==> src/rtl/serial_port_pkg.sv <==
// Shared constants, types and helpers of the serial port block.
package serial_port_pkg;

  // ---------------------------------------------------------------
  // I/O port addresses
  // ---------------------------------------------------------------
  localparam logic [7:0] DATA_PORT = 8'h12;
  localparam logic [7:0] CTL_PORT = 8'h13;
  localparam logic [7:0] DATA_ALIAS = 8'h04;
  localparam logic [7:0] CTL_ALIAS = 8'h05;
  localparam logic [7:0] DATA_CONSOLE = 8'h02;
  localparam logic [7:0] CTL_CONSOLE = 8'h03;

  // ---------------------------------------------------------------
  // Format byte fields and reset values
  // ---------------------------------------------------------------
  localparam int BAUD_FACTOR_LSB = 0;
  localparam int CHAR_LEN_LSB = 2;
  localparam int PARITY_ON_BIT = 4;
  localparam int PARITY_SENSE_BIT = 5;
  localparam int STOP_COUNT_LSB = 6;
  localparam int SINGLE_SYNC_BIT = 7;
  localparam logic [7:0] FORMAT_RESET = 8'h00;
  localparam logic [7:0] COMMAND_RESET = 8'h00;
  localparam logic [1:0] FACTOR_SYNC = 2'h0;
  localparam logic [1:0] FACTOR_X1 = 2'h1;
  localparam logic [1:0] FACTOR_X16 = 2'h2;
  localparam logic [1:0] FACTOR_X64 = 2'h3;
  localparam logic [6:0] TICKS_X1 = 7'h01;
  localparam logic [6:0] TICKS_X16 = 7'h10;
  localparam logic [6:0] TICKS_X64 = 7'h40;
  localparam logic [1:0] STOP_ONE = 2'h1;
  localparam logic [1:0] STOP_ONE_HALF = 2'h2;

  // ---------------------------------------------------------------
  // Command bits
  // ---------------------------------------------------------------
  localparam int CMD_TX_ENABLE = 0;
  localparam int CMD_DTR = 1;
  localparam int CMD_RX_ENABLE = 2;
  localparam int CMD_BREAK = 3;
  localparam int CMD_ERR_RESET = 4;
  localparam int CMD_RTS = 5;
  localparam int CMD_INT_RESET = 6;

  // ---------------------------------------------------------------
  // Decode results and state types
  // ---------------------------------------------------------------
  localparam logic [1:0] SEL_NONE = 2'h0;
  localparam logic [1:0] SEL_DATA = 2'h1;
  localparam logic [1:0] SEL_CTL = 2'h2;

  typedef enum logic [1:0] {
    CTL_EXPECT_MODE, CTL_EXPECT_SYNC1, CTL_EXPECT_SYNC2, CTL_COMMAND
  } ctl_state_t;

  typedef enum logic [2:0] {
    LINE_IDLE, LINE_START, LINE_DATA, LINE_PARITY, LINE_STOP
  } line_state_t;

  function automatic logic [1:0] port_sel(input logic [7:0] addr,
                                          input logic alias_on);
    if (addr == DATA_PORT || addr == DATA_ALIAS) begin
      port_sel = SEL_DATA;
    end else if (addr == CTL_PORT || addr == CTL_ALIAS) begin
      port_sel = SEL_CTL;
    end else if (alias_on && addr == DATA_CONSOLE) begin
      port_sel = SEL_DATA;
    end else if (alias_on && addr == CTL_CONSOLE) begin
      port_sel = SEL_CTL;
    end else begin
      port_sel = SEL_NONE;
    end
  endfunction : port_sel

  function automatic logic [6:0] ticks_per_bit(input logic [1:0] factor);
    case (factor)
      FACTOR_X16: ticks_per_bit = TICKS_X16;
      FACTOR_X64: ticks_per_bit = TICKS_X64;
      default: ticks_per_bit = TICKS_X1;
    endcase
  endfunction : ticks_per_bit

  function automatic logic [7:0] char_mask(input logic [1:0] len);
    char_mask = 8'hFF >> (2'h3 - len);
  endfunction : char_mask

endpackage : serial_port_pkg

==> src/rtl/rx_buffer_if.sv <==
// Handshake bundle between the receiver and its two-entry buffer.
`timescale 1ns/1ps
`default_nettype none
interface rx_buffer_if;
  logic push_valid;
  logic push_ready;
  logic [7:0] push_data;
  logic pop_valid;
  logic pop_ready;
  logic [7:0] pop_data;
  logic flush;
  modport src (output push_valid, push_data, pop_ready, flush,
               input push_ready, pop_valid, pop_data);
  modport buf_side (input push_valid, push_data, pop_ready, flush,
                    output push_ready, pop_valid, pop_data);
endinterface : rx_buffer_if
`default_nettype wire

==> src/rtl/serial_port_setup.sv <==
// Serial port: I/O decode, format and command handling, transmitter, receiver.
//
// Overview of operation
// RULE_01: Current loop only in asynchronous timing.
// RULE_02: Async switch on: receiver uses baud generator. The code gives the receiver no clock if the sync switch is also on.
// RULE_03: Sync switch on: receiver uses external clock. The code gives the receiver no clock if the async switch is also on.
// RULE_04: Transmitter always uses baud generator.
// RULE_05: Loop drive off in synchronous configuration.
// RULE_06: Software writes format byte after reset.
// RULE_07: First control write after reset is format.
// RULE_08: Control write and status read share address.
// RULE_09: Software resets with three zeros, then 40.
// RULE_10: Command 40 resets; next write is format.
// RULE_11: Ports at 12/13, 04/05, optional 02/03.
// RULE_12: Format bits 1:0 select baud factor.
// RULE_13: Format bits 3:2 select five to eight bits.
// RULE_14: Carrier detect driven true at computer end.
// RULE_15: Async needs data lines; sync adds clocks.
// RULE_16: Format bit 4 enables parity.
// RULE_17: Format bit 5: zero odd, one even.
// RULE_18: Format bits 7:6 select stop length.
`timescale 1ns/1ps
`default_nettype none
module serial_port_setup
  import serial_port_pkg::*;
(
  // Clock and reset
  input wire logic clk,
  input wire logic sys_rst,
  // Processor I/O port access
  input wire logic [7:0] io_addr,
  input wire logic io_wr,
  input wire logic io_rd,
  input wire logic [7:0] io_wdata,
  output logic [7:0] io_rdata,
  output logic io_rd_hit,
  // Option switches and end configuration
  input wire logic loop_mode_switch,
  input wire logic async_timing_switch,
  input wire logic sync_timing_switch,
  input wire logic console_serial_alias_switch,
  input wire logic computer_end,
  // Board baud generator, one-cycle tick
  input wire logic baud_tick,
  // Line pins
  input wire logic rxd,
  input wire logic rxc,
  input wire logic loop_rx,
  input wire logic cts,
  input wire logic dsr,
  output logic txd,
  output logic loop_tx,
  output logic rts,
  output logic dtr,
  output logic carrier_detect
);
  // ---------------------------------------------------------------
  // Pin synchronisers
  // ---------------------------------------------------------------
  logic [8:0] pin_meta;
  logic [8:0] pin_sync;
  logic rxc_prev;
  always_ff @(posedge clk) begin
    pin_meta <= {loop_mode_switch, async_timing_switch, sync_timing_switch,
                 console_serial_alias_switch, computer_end, rxd, rxc,
                 loop_rx, cts};
    pin_sync <= pin_meta;
    rxc_prev <= pin_sync[2];
  end
  logic dsr_meta;
  logic dsr_sync;
  always_ff @(posedge clk) begin
    dsr_meta <= dsr;
    dsr_sync <= dsr_meta;
  end
  logic loop_sw, async_sw, sync_sw, alias_sw, comp_end, rxd_s, loop_rx_s;
  logic cts_s;
  assign {loop_sw, async_sw, sync_sw, alias_sw, comp_end, rxd_s} =
    pin_sync[8:3];
  assign loop_rx_s = pin_sync[1];
  assign cts_s = pin_sync[0];

  // ---------------------------------------------------------------
  // Format and command handling
  // ---------------------------------------------------------------
  ctl_state_t ctl_state;
  logic [7:0] serial_format_setting;
  logic [7:0] command;
  logic [1:0] wsel;
  logic ctl_wr, data_wr, soft_rst;
  assign wsel = port_sel(io_addr, alias_sw); // see RULE_11
  assign ctl_wr = io_wr && wsel == SEL_CTL; // see RULE_08
  assign data_wr = io_wr && wsel == SEL_DATA;
  assign soft_rst = ctl_wr && ctl_state == CTL_COMMAND &&
                    io_wdata[CMD_INT_RESET]; // see RULE_10

  always_ff @(posedge clk) begin
    if (sys_rst) begin
      ctl_state <= CTL_EXPECT_MODE;
      serial_format_setting <= FORMAT_RESET;
      command <= COMMAND_RESET;
    end else if (ctl_wr) begin
      case (ctl_state)
        CTL_EXPECT_MODE: begin
          serial_format_setting <= io_wdata; // see RULE_07
          ctl_state <= (io_wdata[1:0] == FACTOR_SYNC) ?
                       CTL_EXPECT_SYNC1 : CTL_COMMAND;
        end
        CTL_EXPECT_SYNC1: begin
          ctl_state <= serial_format_setting[SINGLE_SYNC_BIT] ?
                       CTL_COMMAND : CTL_EXPECT_SYNC2;
        end
        CTL_EXPECT_SYNC2: begin
          ctl_state <= CTL_COMMAND;
        end
        default: begin
          if (io_wdata[CMD_INT_RESET]) begin
            ctl_state <= CTL_EXPECT_MODE; // see RULE_10
            command <= COMMAND_RESET;
          end else begin
            command <= io_wdata;
          end
        end
      endcase
    end
  end

  logic [1:0] factor, char_len, stop_sel;
  logic parity_on, parity_sense, sync_mode;
  logic [6:0] bit_ticks;
  logic [2:0] last_bit;
  logic [7:0] stop_ticks;
  assign factor = serial_format_setting[BAUD_FACTOR_LSB +: 2];
  assign char_len = serial_format_setting[CHAR_LEN_LSB +: 2];
  assign parity_on = serial_format_setting[PARITY_ON_BIT]; // see RULE_16
  assign parity_sense = serial_format_setting[PARITY_SENSE_BIT];
  assign stop_sel = serial_format_setting[STOP_COUNT_LSB +: 2];
  assign sync_mode = (factor == FACTOR_SYNC);
  assign bit_ticks = sync_mode ? TICKS_X1 : ticks_per_bit(factor); // see RULE_12
  assign last_bit = {1'b1, char_len} - 3'h4 + 3'h4; // see RULE_13
  // A 1x factor cannot split a bit, so one and a half stop bits become two.
  always_comb begin
    if (stop_sel == STOP_ONE) begin
      stop_ticks = {1'b0, bit_ticks}; // see RULE_18
    end else if (stop_sel == STOP_ONE_HALF && factor != FACTOR_X1) begin
      stop_ticks = {1'b0, bit_ticks} + {2'b00, bit_ticks[6:1]};
    end else begin
      stop_ticks = {bit_ticks, 1'b0};
    end
  end

  // ---------------------------------------------------------------
  // Clock selection and loop drive
  // ---------------------------------------------------------------
  logic rx_tick, loop_en, line_in;
  always_comb begin
    if (async_sw && !sync_sw) begin
      rx_tick = baud_tick; // see RULE_02
    end else if (sync_sw && !async_sw) begin
      rx_tick = pin_sync[2] && !rxc_prev; // see RULE_03
    end else begin
      rx_tick = 1'b0;
    end
  end
  // see RULE_01, see RULE_05
  assign loop_en = loop_sw && async_sw && !sync_sw && !sync_mode;
  assign line_in = loop_en ? loop_rx_s : rxd_s; // see RULE_15

  // ---------------------------------------------------------------
  // Transmitter
  // ---------------------------------------------------------------
  line_state_t tx_state;
  logic [7:0] tx_hold, tx_shift, tx_cnt;
  logic tx_full, tx_line, tx_load, tx_adv, tx_par;
  logic [2:0] tx_bit;
  assign tx_load = tx_state == LINE_IDLE && tx_full &&
                   command[CMD_TX_ENABLE] && cts_s;
  assign tx_adv = baud_tick && (tx_cnt == ((tx_state == LINE_STOP) ?
                  stop_ticks : {1'b0, bit_ticks}) - 8'h01); // see RULE_04

  always_ff @(posedge clk) begin
    if (sys_rst || soft_rst) begin
      tx_full <= 1'b0;
    end else if (data_wr) begin
      tx_full <= 1'b1;
      tx_hold <= io_wdata;
    end else if (tx_load) begin
      tx_full <= 1'b0;
    end
  end

  always_ff @(posedge clk) begin
    if (sys_rst || soft_rst) begin
      tx_state <= LINE_IDLE;
      tx_line <= 1'b1;
      tx_cnt <= 8'h00;
      tx_bit <= 3'h0;
      tx_shift <= 8'h00;
      tx_par <= 1'b0;
    end else if (tx_load) begin
      tx_shift <= tx_hold & char_mask(char_len);
      tx_par <= ^(tx_hold & char_mask(char_len)) ^ ~parity_sense; // see RULE_17
      tx_cnt <= 8'h00;
      tx_bit <= 3'h0;
      tx_state <= sync_mode ? LINE_DATA : LINE_START;
      tx_line <= sync_mode ? tx_hold[0] : 1'b0;
    end else if (baud_tick && tx_state != LINE_IDLE) begin
      tx_cnt <= tx_adv ? 8'h00 : tx_cnt + 8'h01;
      if (tx_adv) begin
        case (tx_state)
          LINE_START: begin
            tx_state <= LINE_DATA;
            tx_line <= tx_shift[0];
          end
          LINE_DATA: begin
            tx_bit <= tx_bit + 3'h1;
            tx_line <= tx_shift[tx_bit + 3'h1];
            if (tx_bit == last_bit) begin
              tx_state <= parity_on ? LINE_PARITY :
                          (sync_mode ? LINE_IDLE : LINE_STOP);
              tx_line <= parity_on ? tx_par : 1'b1;
            end
          end
          LINE_PARITY: begin
            tx_state <= sync_mode ? LINE_IDLE : LINE_STOP;
            tx_line <= 1'b1;
          end
          default: begin
            tx_state <= LINE_IDLE;
          end
        endcase
      end
    end
  end

  // ---------------------------------------------------------------
  // Receiver
  // ---------------------------------------------------------------
  rx_buffer_if rxb ();
  two_entry_buffer u_buffer (.clk(clk), .sys_rst(sys_rst), .bus(rxb));

  line_state_t rx_state;
  logic [7:0] rx_shift, rx_cnt;
  logic [2:0] rx_bit;
  logic rx_adv, rx_done, rx_pe_now, parity_err, overrun, framing;
  assign rx_adv = rx_tick && rx_cnt == ((rx_state == LINE_START) ?
                  {2'b00, bit_ticks[6:1]} : {1'b0, bit_ticks} - 8'h01);
  assign rx_done = rx_adv && ((rx_state == LINE_STOP) ||
                   (sync_mode && ((rx_state == LINE_PARITY) ||
                   (rx_state == LINE_DATA && rx_bit == last_bit &&
                    !parity_on))));
  assign rx_pe_now = rx_adv && rx_state == LINE_PARITY &&
                     (line_in != (^rx_shift ^ ~parity_sense));
  assign rxb.push_valid = rx_done && command[CMD_RX_ENABLE];
  assign rxb.push_data = rx_shift & char_mask(char_len);
  assign rxb.flush = soft_rst;

  always_ff @(posedge clk) begin
    if (sys_rst || soft_rst || !command[CMD_RX_ENABLE]) begin
      rx_state <= LINE_IDLE;
      rx_cnt <= 8'h00;
      rx_bit <= 3'h0;
      rx_shift <= 8'h00;
    end else if (rx_state == LINE_IDLE) begin
      if (sync_mode || (rx_tick && !line_in)) begin
        rx_state <= sync_mode ? LINE_DATA : LINE_START;
        rx_cnt <= 8'h00;
        rx_bit <= 3'h0;
        rx_shift <= 8'h00;
      end
    end else if (rx_tick) begin
      rx_cnt <= rx_adv ? 8'h00 : rx_cnt + 8'h01;
      if (rx_adv) begin
        case (rx_state)
          LINE_START: begin
            rx_state <= line_in ? LINE_IDLE : LINE_DATA;
          end
          LINE_DATA: begin
            rx_shift[rx_bit] <= line_in;
            rx_bit <= rx_bit + 3'h1;
            if (rx_bit == last_bit) begin
              rx_state <= parity_on ? LINE_PARITY :
                          (sync_mode ? LINE_IDLE : LINE_STOP);
            end
          end
          LINE_PARITY: begin
            rx_state <= sync_mode ? LINE_IDLE : LINE_STOP;
          end
          default: begin
            rx_state <= LINE_IDLE;
          end
        endcase
      end
    end
  end

  // A new error wins over an error reset arriving in the same cycle.
  logic err_clr;
  assign err_clr = ctl_wr && ctl_state == CTL_COMMAND &&
                   io_wdata[CMD_ERR_RESET];
  always_ff @(posedge clk) begin
    if (sys_rst || soft_rst) begin
      parity_err <= 1'b0;
      overrun <= 1'b0;
      framing <= 1'b0;
    end else begin
      parity_err <= (parity_err && !err_clr) || rx_pe_now;
      overrun <= (overrun && !err_clr) ||
                 (rxb.push_valid && !rxb.push_ready);
      framing <= (framing && !err_clr) ||
                 (rx_adv && rx_state == LINE_STOP && !line_in);
    end
  end

  // ---------------------------------------------------------------
  // Read path and pin outputs
  // ---------------------------------------------------------------
  logic [7:0] status;
  logic [1:0] rsel;
  assign rsel = port_sel(io_addr, alias_sw); // see RULE_11
  assign status = {dsr_sync, 1'b0, framing, overrun, parity_err,
                   !tx_full && tx_state == LINE_IDLE, rxb.pop_valid,
                   !tx_full && command[CMD_TX_ENABLE]};
  assign rxb.pop_ready = io_rd && rsel == SEL_DATA;

  always_ff @(posedge clk) begin
    if (sys_rst) begin
      io_rdata <= 8'h00;
      io_rd_hit <= 1'b0;
      txd <= 1'b1;
      loop_tx <= 1'b0;
      carrier_detect <= 1'b0;
      rts <= 1'b0;
      dtr <= 1'b0;
    end else begin
      io_rd_hit <= io_rd && rsel != SEL_NONE;
      if (io_rd && rsel == SEL_CTL) begin
        io_rdata <= status; // see RULE_08
      end else if (io_rd && rsel == SEL_DATA) begin
        io_rdata <= rxb.pop_data;
      end else begin
        io_rdata <= 8'h00;
      end
      txd <= tx_line && !command[CMD_BREAK];
      loop_tx <= loop_en && tx_line && !command[CMD_BREAK]; // see RULE_01
      carrier_detect <= comp_end; // see RULE_14
      rts <= command[CMD_RTS];
      dtr <= command[CMD_DTR];
    end
  end
endmodule : serial_port_setup
`default_nettype wire

==> src/rtl/two_entry_buffer.sv <==
// Two-entry buffer holding received characters until software reads them.
`timescale 1ns/1ps
`default_nettype none
module two_entry_buffer (
  // Clock and reset
  input wire logic clk,
  input wire logic sys_rst,
  // Buffer side of the handshake bundle
  rx_buffer_if.buf_side bus
);
  logic [7:0] mem [2];
  logic wr_ptr;
  logic rd_ptr;
  logic [1:0] count;
  logic do_push;
  logic do_pop;

  assign bus.push_ready = (count != 2'h2);
  assign bus.pop_valid = (count != 2'h0);
  assign bus.pop_data = mem[rd_ptr];
  assign do_push = bus.push_valid && bus.push_ready;
  assign do_pop = bus.pop_ready && bus.pop_valid;

  always_ff @(posedge clk) begin
    if (do_push) begin
      mem[wr_ptr] <= bus.push_data;
    end
  end

  always_ff @(posedge clk) begin
    if (sys_rst || bus.flush) begin
      wr_ptr <= 1'b0;
      rd_ptr <= 1'b0;
      count <= 2'h0;
    end else begin
      wr_ptr <= wr_ptr ^ do_push;
      rd_ptr <= rd_ptr ^ do_pop;
      count <= count + {1'b0, do_push} - {1'b0, do_pop};
    end
  end
endmodule : two_entry_buffer
`default_nettype wire

==> config.mk <==
export PLATFORM = sky130hd
export DESIGN_NAME = serial_port_setup
export DESIGN_NICKNAME = d
export VERILOG_FILES = /design/src/rtl/serial_port_pkg.sv /design/src/rtl/rx_buffer_if.sv /design/src/rtl/serial_port_setup.sv /design/src/rtl/two_entry_buffer.sv
export SDC_FILE = /design/constraint.sdc
export NUM_CORES = 1
export LEC_CHECK = 0
export ABC_AREA = 1
export BUFFER_PORTS_ARGS = -buffer_cell sky130_fd_sc_hd__buf_2
export CAP_MARGIN = 20
export CORE_MARGIN = 3
export CORE_UTILIZATION = 60
export DETAILED_ROUTE_END_ITERATION = 10
export GPL_TIMING_DRIVEN = 0
export PLACE_DENSITY_LB_ADDON = 0.08
export SLEW_MARGIN = 20
export SYNTH_ARGS = -nofsm -noshare
export SYNTH_HDL_FRONTEND = slang
export SYNTH_HIERARCHICAL = 1
export SYNTH_SLANG_ARGS = --single-unit
==> constraint.sdc <==
create_clock -name clk -period 3.45 [get_ports clk]
set_input_delay 0.69 -clock clk [delete_from_list [all_inputs] [get_ports clk]]
set_output_delay 0.69 -clock clk [all_outputs]
set_load 0.01 [all_outputs]
==> results of run 1 <==
[synthesized netlist by cell type (2+ instances only)]
| master | number | area (µm²) |
|---|---|---|
| a211oi_1 | 2 | 15.0 |
| a21oi_1 | 55 | 275 |
| a22oi_1 | 2 | 15.0 |
| buf_2 | 3 | 15.0 |
| buf_4 | 3 | 22.5 |
| buf_6 | 4 | 45.0 |
| clkbuf_1 | 8 | 30.0 |
| dfxtp_1 | 104 | 2080 |
| edfxtp_1 | 24 | 721 |
| ha_1 | 12 | 150 |
| inv_1 | 80 | 300 |
| inv_2 | 5 | 18.8 |
| nand2_1 | 166 | 623 |
| nand2_2 | 5 | 31.3 |
| nand2_4 | 5 | 56.3 |
| nand3_1 | 53 | 265 |
| nand3_2 | 2 | 20.0 |
| nand4_1 | 17 | 106 |
| nor2_1 | 85 | 319 |
| nor2_2 | 4 | 25.0 |
| nor2_4 | 5 | 56.3 |
| nor3_1 | 19 | 95.1 |
| nor3_4 | 2 | 32.5 |
| nor3b_1 | 2 | 15.0 |
| nor4_1 | 3 | 18.8 |
| o2111ai_1 | 3 | 26.3 |
| o211ai_1 | 3 | 22.5 |
| o21a_1 | 2 | 15.0 |
| o21ai_0 | 30 | 150 |
| o21ai_1 | 2 | 10.0 |
| o21ai_2 | 2 | 17.5 |
| o22ai_1 | 2 | 12.5 |
| or2_2 | 7 | 43.8 |
| xnor2_1 | 14 | 123 |
| xor2_1 | 20 | 175 |
[layout by cell type (no fill, tap or decap), types with 4 or more instances in the layout]
cell	instances
nand2_1	166
dfxtp_1	104
nor2_1	85
inv_1	80
a21oi_1	55
nand3_1	53
buf_2	47
o21ai_0	30
edfxtp_1	24
xor2_1	20
nor3_1	19
nand4_1	17
clkbuf_16	16
xnor2_1	14
clkbuf_1	12
ha_1	12
or2_2	7
inv_2	5
nor2_4	5
nand2_4	5
nand2_2	5
clkbuf_8	5
nor2_2	4
buf_6	4
[kinds of logic (layout without fill, tap and decap cells)]
kind of cell               count (synthesis)  count (layout)
AOI/OAI and AO/OA                        108             108
xor gates and xnor gates                  34              34
adders and majority gates                 12              12
buffers and inverters                    104             179
DFF                                      128             128
and+or+nand+nor                          380             380
[critical path, delay by kind of cell (launching register included)]
kind                   cells  cell delay, ps
DFF                        1             300
buffers and inverters      2             560
AOI/OAI and AO/OA          2             560
and+or+nand+nor            5             990
[per-layer routing]
| metal | vias up | global-route usage (%) | share of wire, % |
|---|---|---|---|
| li1 | 2637 | - | - |
| met1 | 2443 | 31.6 | 44 |
| met2 | 148 | 42.6 | 49 |
| met3 | 26 | 6.02 | 5.6 |
| met4 | 0 | 7.95 | 1.3 |
| met5 | - | 0 | 0 |
[area by class of cell]
type                            count  area share (%)
Buffer                             18            1.60
Tap cell                          133            2.36
Clock inverter                      6            1.49
Timing Repair Buffer               44            3.12
Inverter                           86            4.77
Sequential cell                   128            39.7
Multi-Input combinational cell    534            40.0
Clock buffer                       25            6.87
[path summary, 6_finish.rpt]
path,start,cells past startpoint,to,slack [ps]
min reg2reg,pin_meta[6]$_DFF_P_,0,pin_sync[6]$_DFF_P_,320
max reg2reg,serial_format_setting[3]$_SDFFE_PP0P_,9,u_buffer/mem[1][2]$_DFFE_PP_,650
min,dsr,1,dsr_meta$_DFF_P_,270
max,serial_format_setting[3]$_SDFFE_PP0P_,9,u_buffer/mem[1][2]$_DFFE_PP_,650
[power by group through the flow]
stage	combinational (mW)	sequential (mW)	clock, mW
5_1_grt	0.0955	1.54	1.85
4_1_cts	0.0860	1.54	1.79
3_5_place_dp	0.0852	1.57	0
6_report	0.0876	1.54	1.76
2_1_floorplan	0.0467	1.57	0
3_3_place_gp	0.0830	1.57	0
==> impl_metrics.json, run 1 <==
{
  "start_kind": "flip-flop",
  "synthMuxAreaShare_pct": 0,
  "multi_input_area_um2": 2820,
  "syn_inst": 766,
  "io_buffers": 44,
  "worstMarginPinSlew_ps": 706,
  "final_core_util_pct": 71.8,
  "p_seq_share_pct": 45.4,
  "largestRegisters": "u_buffer/mem x16, pin_meta x9, pin_sync x9",
  "synth_top_family_by_area": "simple AND/OR/NAND/NOR gates",
  "setup_ws_ps": 649,
  "vias": 5254,
  "drtPass1Iterations": 6,
  "status": "complete, no violations",
  "setup-tns-final_ps": 0,
  "crit_chain": "clkbuf_1, inv_1, nor2_1, o21ai_0, nand2_1, nand3_1, a211oi_1, nand2_4, nor2_1",
  "crit_type": "flip-flop to flip-flop",
  "setup-violations-final": 0,
  "wire_per_inst_um": 14.1,
  "synth-simple-area-share_pct": 29.2,
  "timing.fmax_mhz": 357,
  "max-cap-violations": 0,
  "combPwrFrac_pct": 2.6,
  "htree_levels": 4,
  "clkLatencyLatePin_ps": 520,
  "cts_resized": 0,
  "ant_nets": 0,
  "numCtsBuffers": 17,
  "synth_cell_type_count": 46,
  "area_growth_pct": 16.1,
  "clkPwrFrac_pct": 52.0,
  "ys_seq_area_share_pct": 46.1,
  "diodes": 0,
  "ys_ff_latch": 128,
  "hold_viol_final": 0,
  "ir_drop_mv": 0.529,
  "final-instance-count-excl-fill": 974,
  "gr-total-overflow": 0,
  "pin_count": 45,
  "skew_ps": 8.50,
  "rows": 36,
  "grt_pass1_vias": 4940,
  "clkSinkCount": 128,
  "postSynthAreaPerCell_um2": 7.93,
  "swShare_pct": 19.4,
  "dpl.cell_count": 943,
  "syn_nets": 809,
  "grt_max_degree": 17,
  "clk_pin_slew_ps": 60,
  "synth_compound_area_share_pct": 9.95,
  "ctsHoldBuffers": 0,
  "cp_max_fo": 10,
  "power_leakage_nw": 2.94,
  "p_sw_mw": 0.657,
  "die_h_um": 107,
  "place_area_um2": 6460,
  "largest_reg_flops": 16,
  "grt_pass1_wl_mm": 22.6,
  "rsz0062_at_grt": "false",
  "first_iter_violations": 364,
  "fin_crit_sh_pct": 81.2,
  "holdWs_ps": 270,
  "routed_wl_mm": 13.8,
  "grt_usage_pct": 25.1,
  "drc": 0,
  "synth_area_um2": 6080,
  "post-place-ws_ps": 331,
  "synth-adder-area-share_pct": 2.47,
  "synth-xor-area-share_pct": 4.90,
  "cpPeakStageDelay_ps": 570,
  "intPower_mw": 2.73,
  "power_mw": 3.39,
  "grt_antenna_before_repair": 0,
  "worstPathRequired_ps": 3590,
  "fillerInstances": 804,
  "cts.path.max_buffers": 2,
  "start_util_pct": 61.9,
  "cp_common_cell": "nor2_1",
  "p_per_area_nw_per_um2": 481,
  "cp-end-kind": "flip-flop",
  "gp_congestion": 0.929,
  "tritoncts": "done",
  "fin_nets": 872,
  "synth_enable_flop_cells": 24,
  "postCtsSetupBuffers": 0,
  "slew-limit-headroom_pct": 52.8,
  "die-area_um2": 11400,
  "dpl.hpwl_mm": 10.1,
  "min_period_ps": 2800,
  "cts-root-buf": "clkbuf_8",
  "arrival_ps": 2940,
  "die_width_um": 107,
  "hp-class": "input pin to flip-flop",
  "cp_slowest_cell": "nor2_1",
  "final_area_um2": 7050,
  "coreArea_um2": 9820,
  "drive_above_1_share_pct": 14.7,
  "seq_area_um2": 2800,
  "synth_ff_type": "dfxtp_1",
  "async_flop_share_pct": 0,
  "vias_per_cell": 5.39,
  "finalMaxSlewViolations": 0,
  "regMostFlops": "u_buffer/mem",
  "ys.warnings.count": 6
}
Note: power is estimated with default switching activity, not from simulation.
==> run 2: changes to the inputs <==
CORE_UTILIZATION = 54   (was 60)
clock period = 2.35 ns   (was 3.45 ns; I/O delays follow)
==> run 2 against run 1 <==
Against the previous run:
- worst setup slack got worse by 540 ps
- non-clock buffer count up 13
- clock skew is 2.4 ps lower
- cell count up 2.2%
- cell area is 4.0% higher
==> impl_metrics.json, run 2 (synthesis gave the netlist of run 1 again) <==
{
  "status": "complete, no violations",
  "die_width_um": 112,
  "wire_per_inst_um": 14.3,
  "max-cap-violations": 0,
  "ir_drop_mv": 0.545,
  "min_period_ps": 2240,
  "ant_nets": 0,
  "first_iter_violations": 295,
  "fin_crit_sh_pct": 95.4,
  "start_kind": "flip-flop",
  "largestRegisters": "u_buffer/mem x16, pin_meta x9, pin_sync x9",
  "cts-root-buf": "clkbuf_16",
  "grt_usage_pct": 23.2,
  "numCtsBuffers": 17,
  "final_common_cell": "nand2_1",
  "clk_pin_slew_ps": 50,
  "diodes": 0,
  "grt_pass1_vias": 5117,
  "finalMaxSlewViolations": 0,
  "start_util_pct": 55.6,
  "vias_per_cell": 5.32,
  "largest_reg_flops": 16,
  "routed_wl_mm": 14.2,
  "hold_viol_final": 0,
  "skew_ps": 6.15,
  "fin_nets": 885,
  "arrival_ps": 2550,
  "gp_congestion": 0.906,
  "die-area_um2": 12600,
  "crit_type": "flip-flop to flip-flop",
  "final-instance-count-excl-fill": 995,
  "regMostFlops": "u_buffer/mem",
  "rows": 38,
  "final_cell_mix": "nand2_1, dfxtp_1, nor2_1",
  "clkLatencyLatePin_ps": 410,
  "slew-limit-headroom_pct": 64.7,
  "hp-class": "input pin to flip-flop",
  "setup-tns-final_ps": 0,
  "coreArea_um2": 10900,
  "htree_levels": 4,
  "cts.path.max_buffers": 2,
  "dpl.hpwl_mm": 10.2,
  "grt_antenna_before_repair": 0,
  "timing.fmax_mhz": 446,
  "die_h_um": 112,
  "io_buffers": 44,
  "drc": 0,
  "cp-end-kind": "flip-flop",
  "gr-total-overflow": 0,
  "holdWs_ps": 157,
  "drive_above_1_share_pct": 22.0,
  "power_leakage_nw": 3.02,
  "tritoncts": "done",
  "setup-violations-final": 0,
  "grt_pass1_wl_mm": 23.3,
  "rsz0062_at_grt": "true",
  "vias": 5291,
  "worstMarginPinSlew_ps": 528,
  "grt_max_degree": 17,
  "clkSinkCount": 128,
  "pin_count": 45,
  "p_per_area_nw_per_um2": 655,
  "dpl.cell_count": 950,
  "worstPathRequired_ps": 2660,
  "cp_max_fo": 4,
  "drtPass1Iterations": 5,
  "area_growth_pct": 20.7
}
[run 2: changes by cell type in the layout (fill, tap and decap cells not counted), sizes merged]
cell and change:
clkbuf -5, bufinv -3, buf +16, clkinv +3, clkinvlp +3
[run 2: cell type report]
cell class	count	area, µm²
clock buffer	23	498
tap	140	175
timing repair buffer	60	344
fill	905	3600
multi-input combinational	534	2990
sequential	128	2830
buffer	15	101
clock inverter	9	57.6
inverter	86	344
[run 2: path summary, 6_finish.rpt]
kind,depth (start not counted),slack (ps),from,end
setup / recovery,17,110,serial_format_setting[1]$_SDFFE_PP0P_,u_buffer/count[1]$_SDFF_PP0_
hold / removal,1,160,cts,pin_meta[0]$_DFF_P_
setup reg to reg,17,110,serial_format_setting[1]$_SDFFE_PP0P_,u_buffer/count[1]$_SDFF_PP0_
hold reg to reg,0,320,pin_meta[7]$_DFF_P_,pin_sync[7]$_DFF_P_
[run 2: metrics by stage]
step	cell area [µm²]	setup slack (ps)	power, mW	utilization [%]
after floorplan	6090	6.61	2.37	-
after global placement	6480	-426	2.43	59.3
after detailed placement	6480	-453	2.43	59.3
after CTS	7130	1.19	4.84	65.2
after global routing	7330	-89.1	4.96	67.0
final	7330	107	4.81	67.0
[run 2: worst max-delay path, cell delays in order, from the launching register on]
cell and delay [ps]:
dfxtp_4 390, inv_8 40, nor2_4 120, inv_2 60, nand2_1 50, nand4_1 140
o31ai_4 100, nand3_2 140, a211oi_4 280, nand2_4 110, xnor2_2 140, ha_2 200
inv_2 50, nand2_2 40, nand2_2 90, nand3_2 70, nand2_1 80, nor2_2 30
[run 2: metal layers]
metal	track usage (%)	wire [µm]	vias up
met5	0	0	-
met4	9.46	263	0
met3	5.28	582	26
met2	39.5	7050	115
met1	28.6	6300	2487
li1	-	-	2663
[run 2: power breakdown]
part | total [mW] | internal, mW | switching (mW)
Combinational | 0.142 | 0.0500 | 0.0917
Sequential | 2.26 | 2.25 | 0.00995
Clock | 2.41 | 1.48 | 0.928
[run 2: repair_timing]
item / in CTS / in global routing
pin swaps: 5 / 20
hold buffers: 0 / 0
buffers inserted: 7 / 9
resized for setup: 17 / 43
setup endpoints to repair: 29 / 30
hold endpoints to repair: 0 / 0
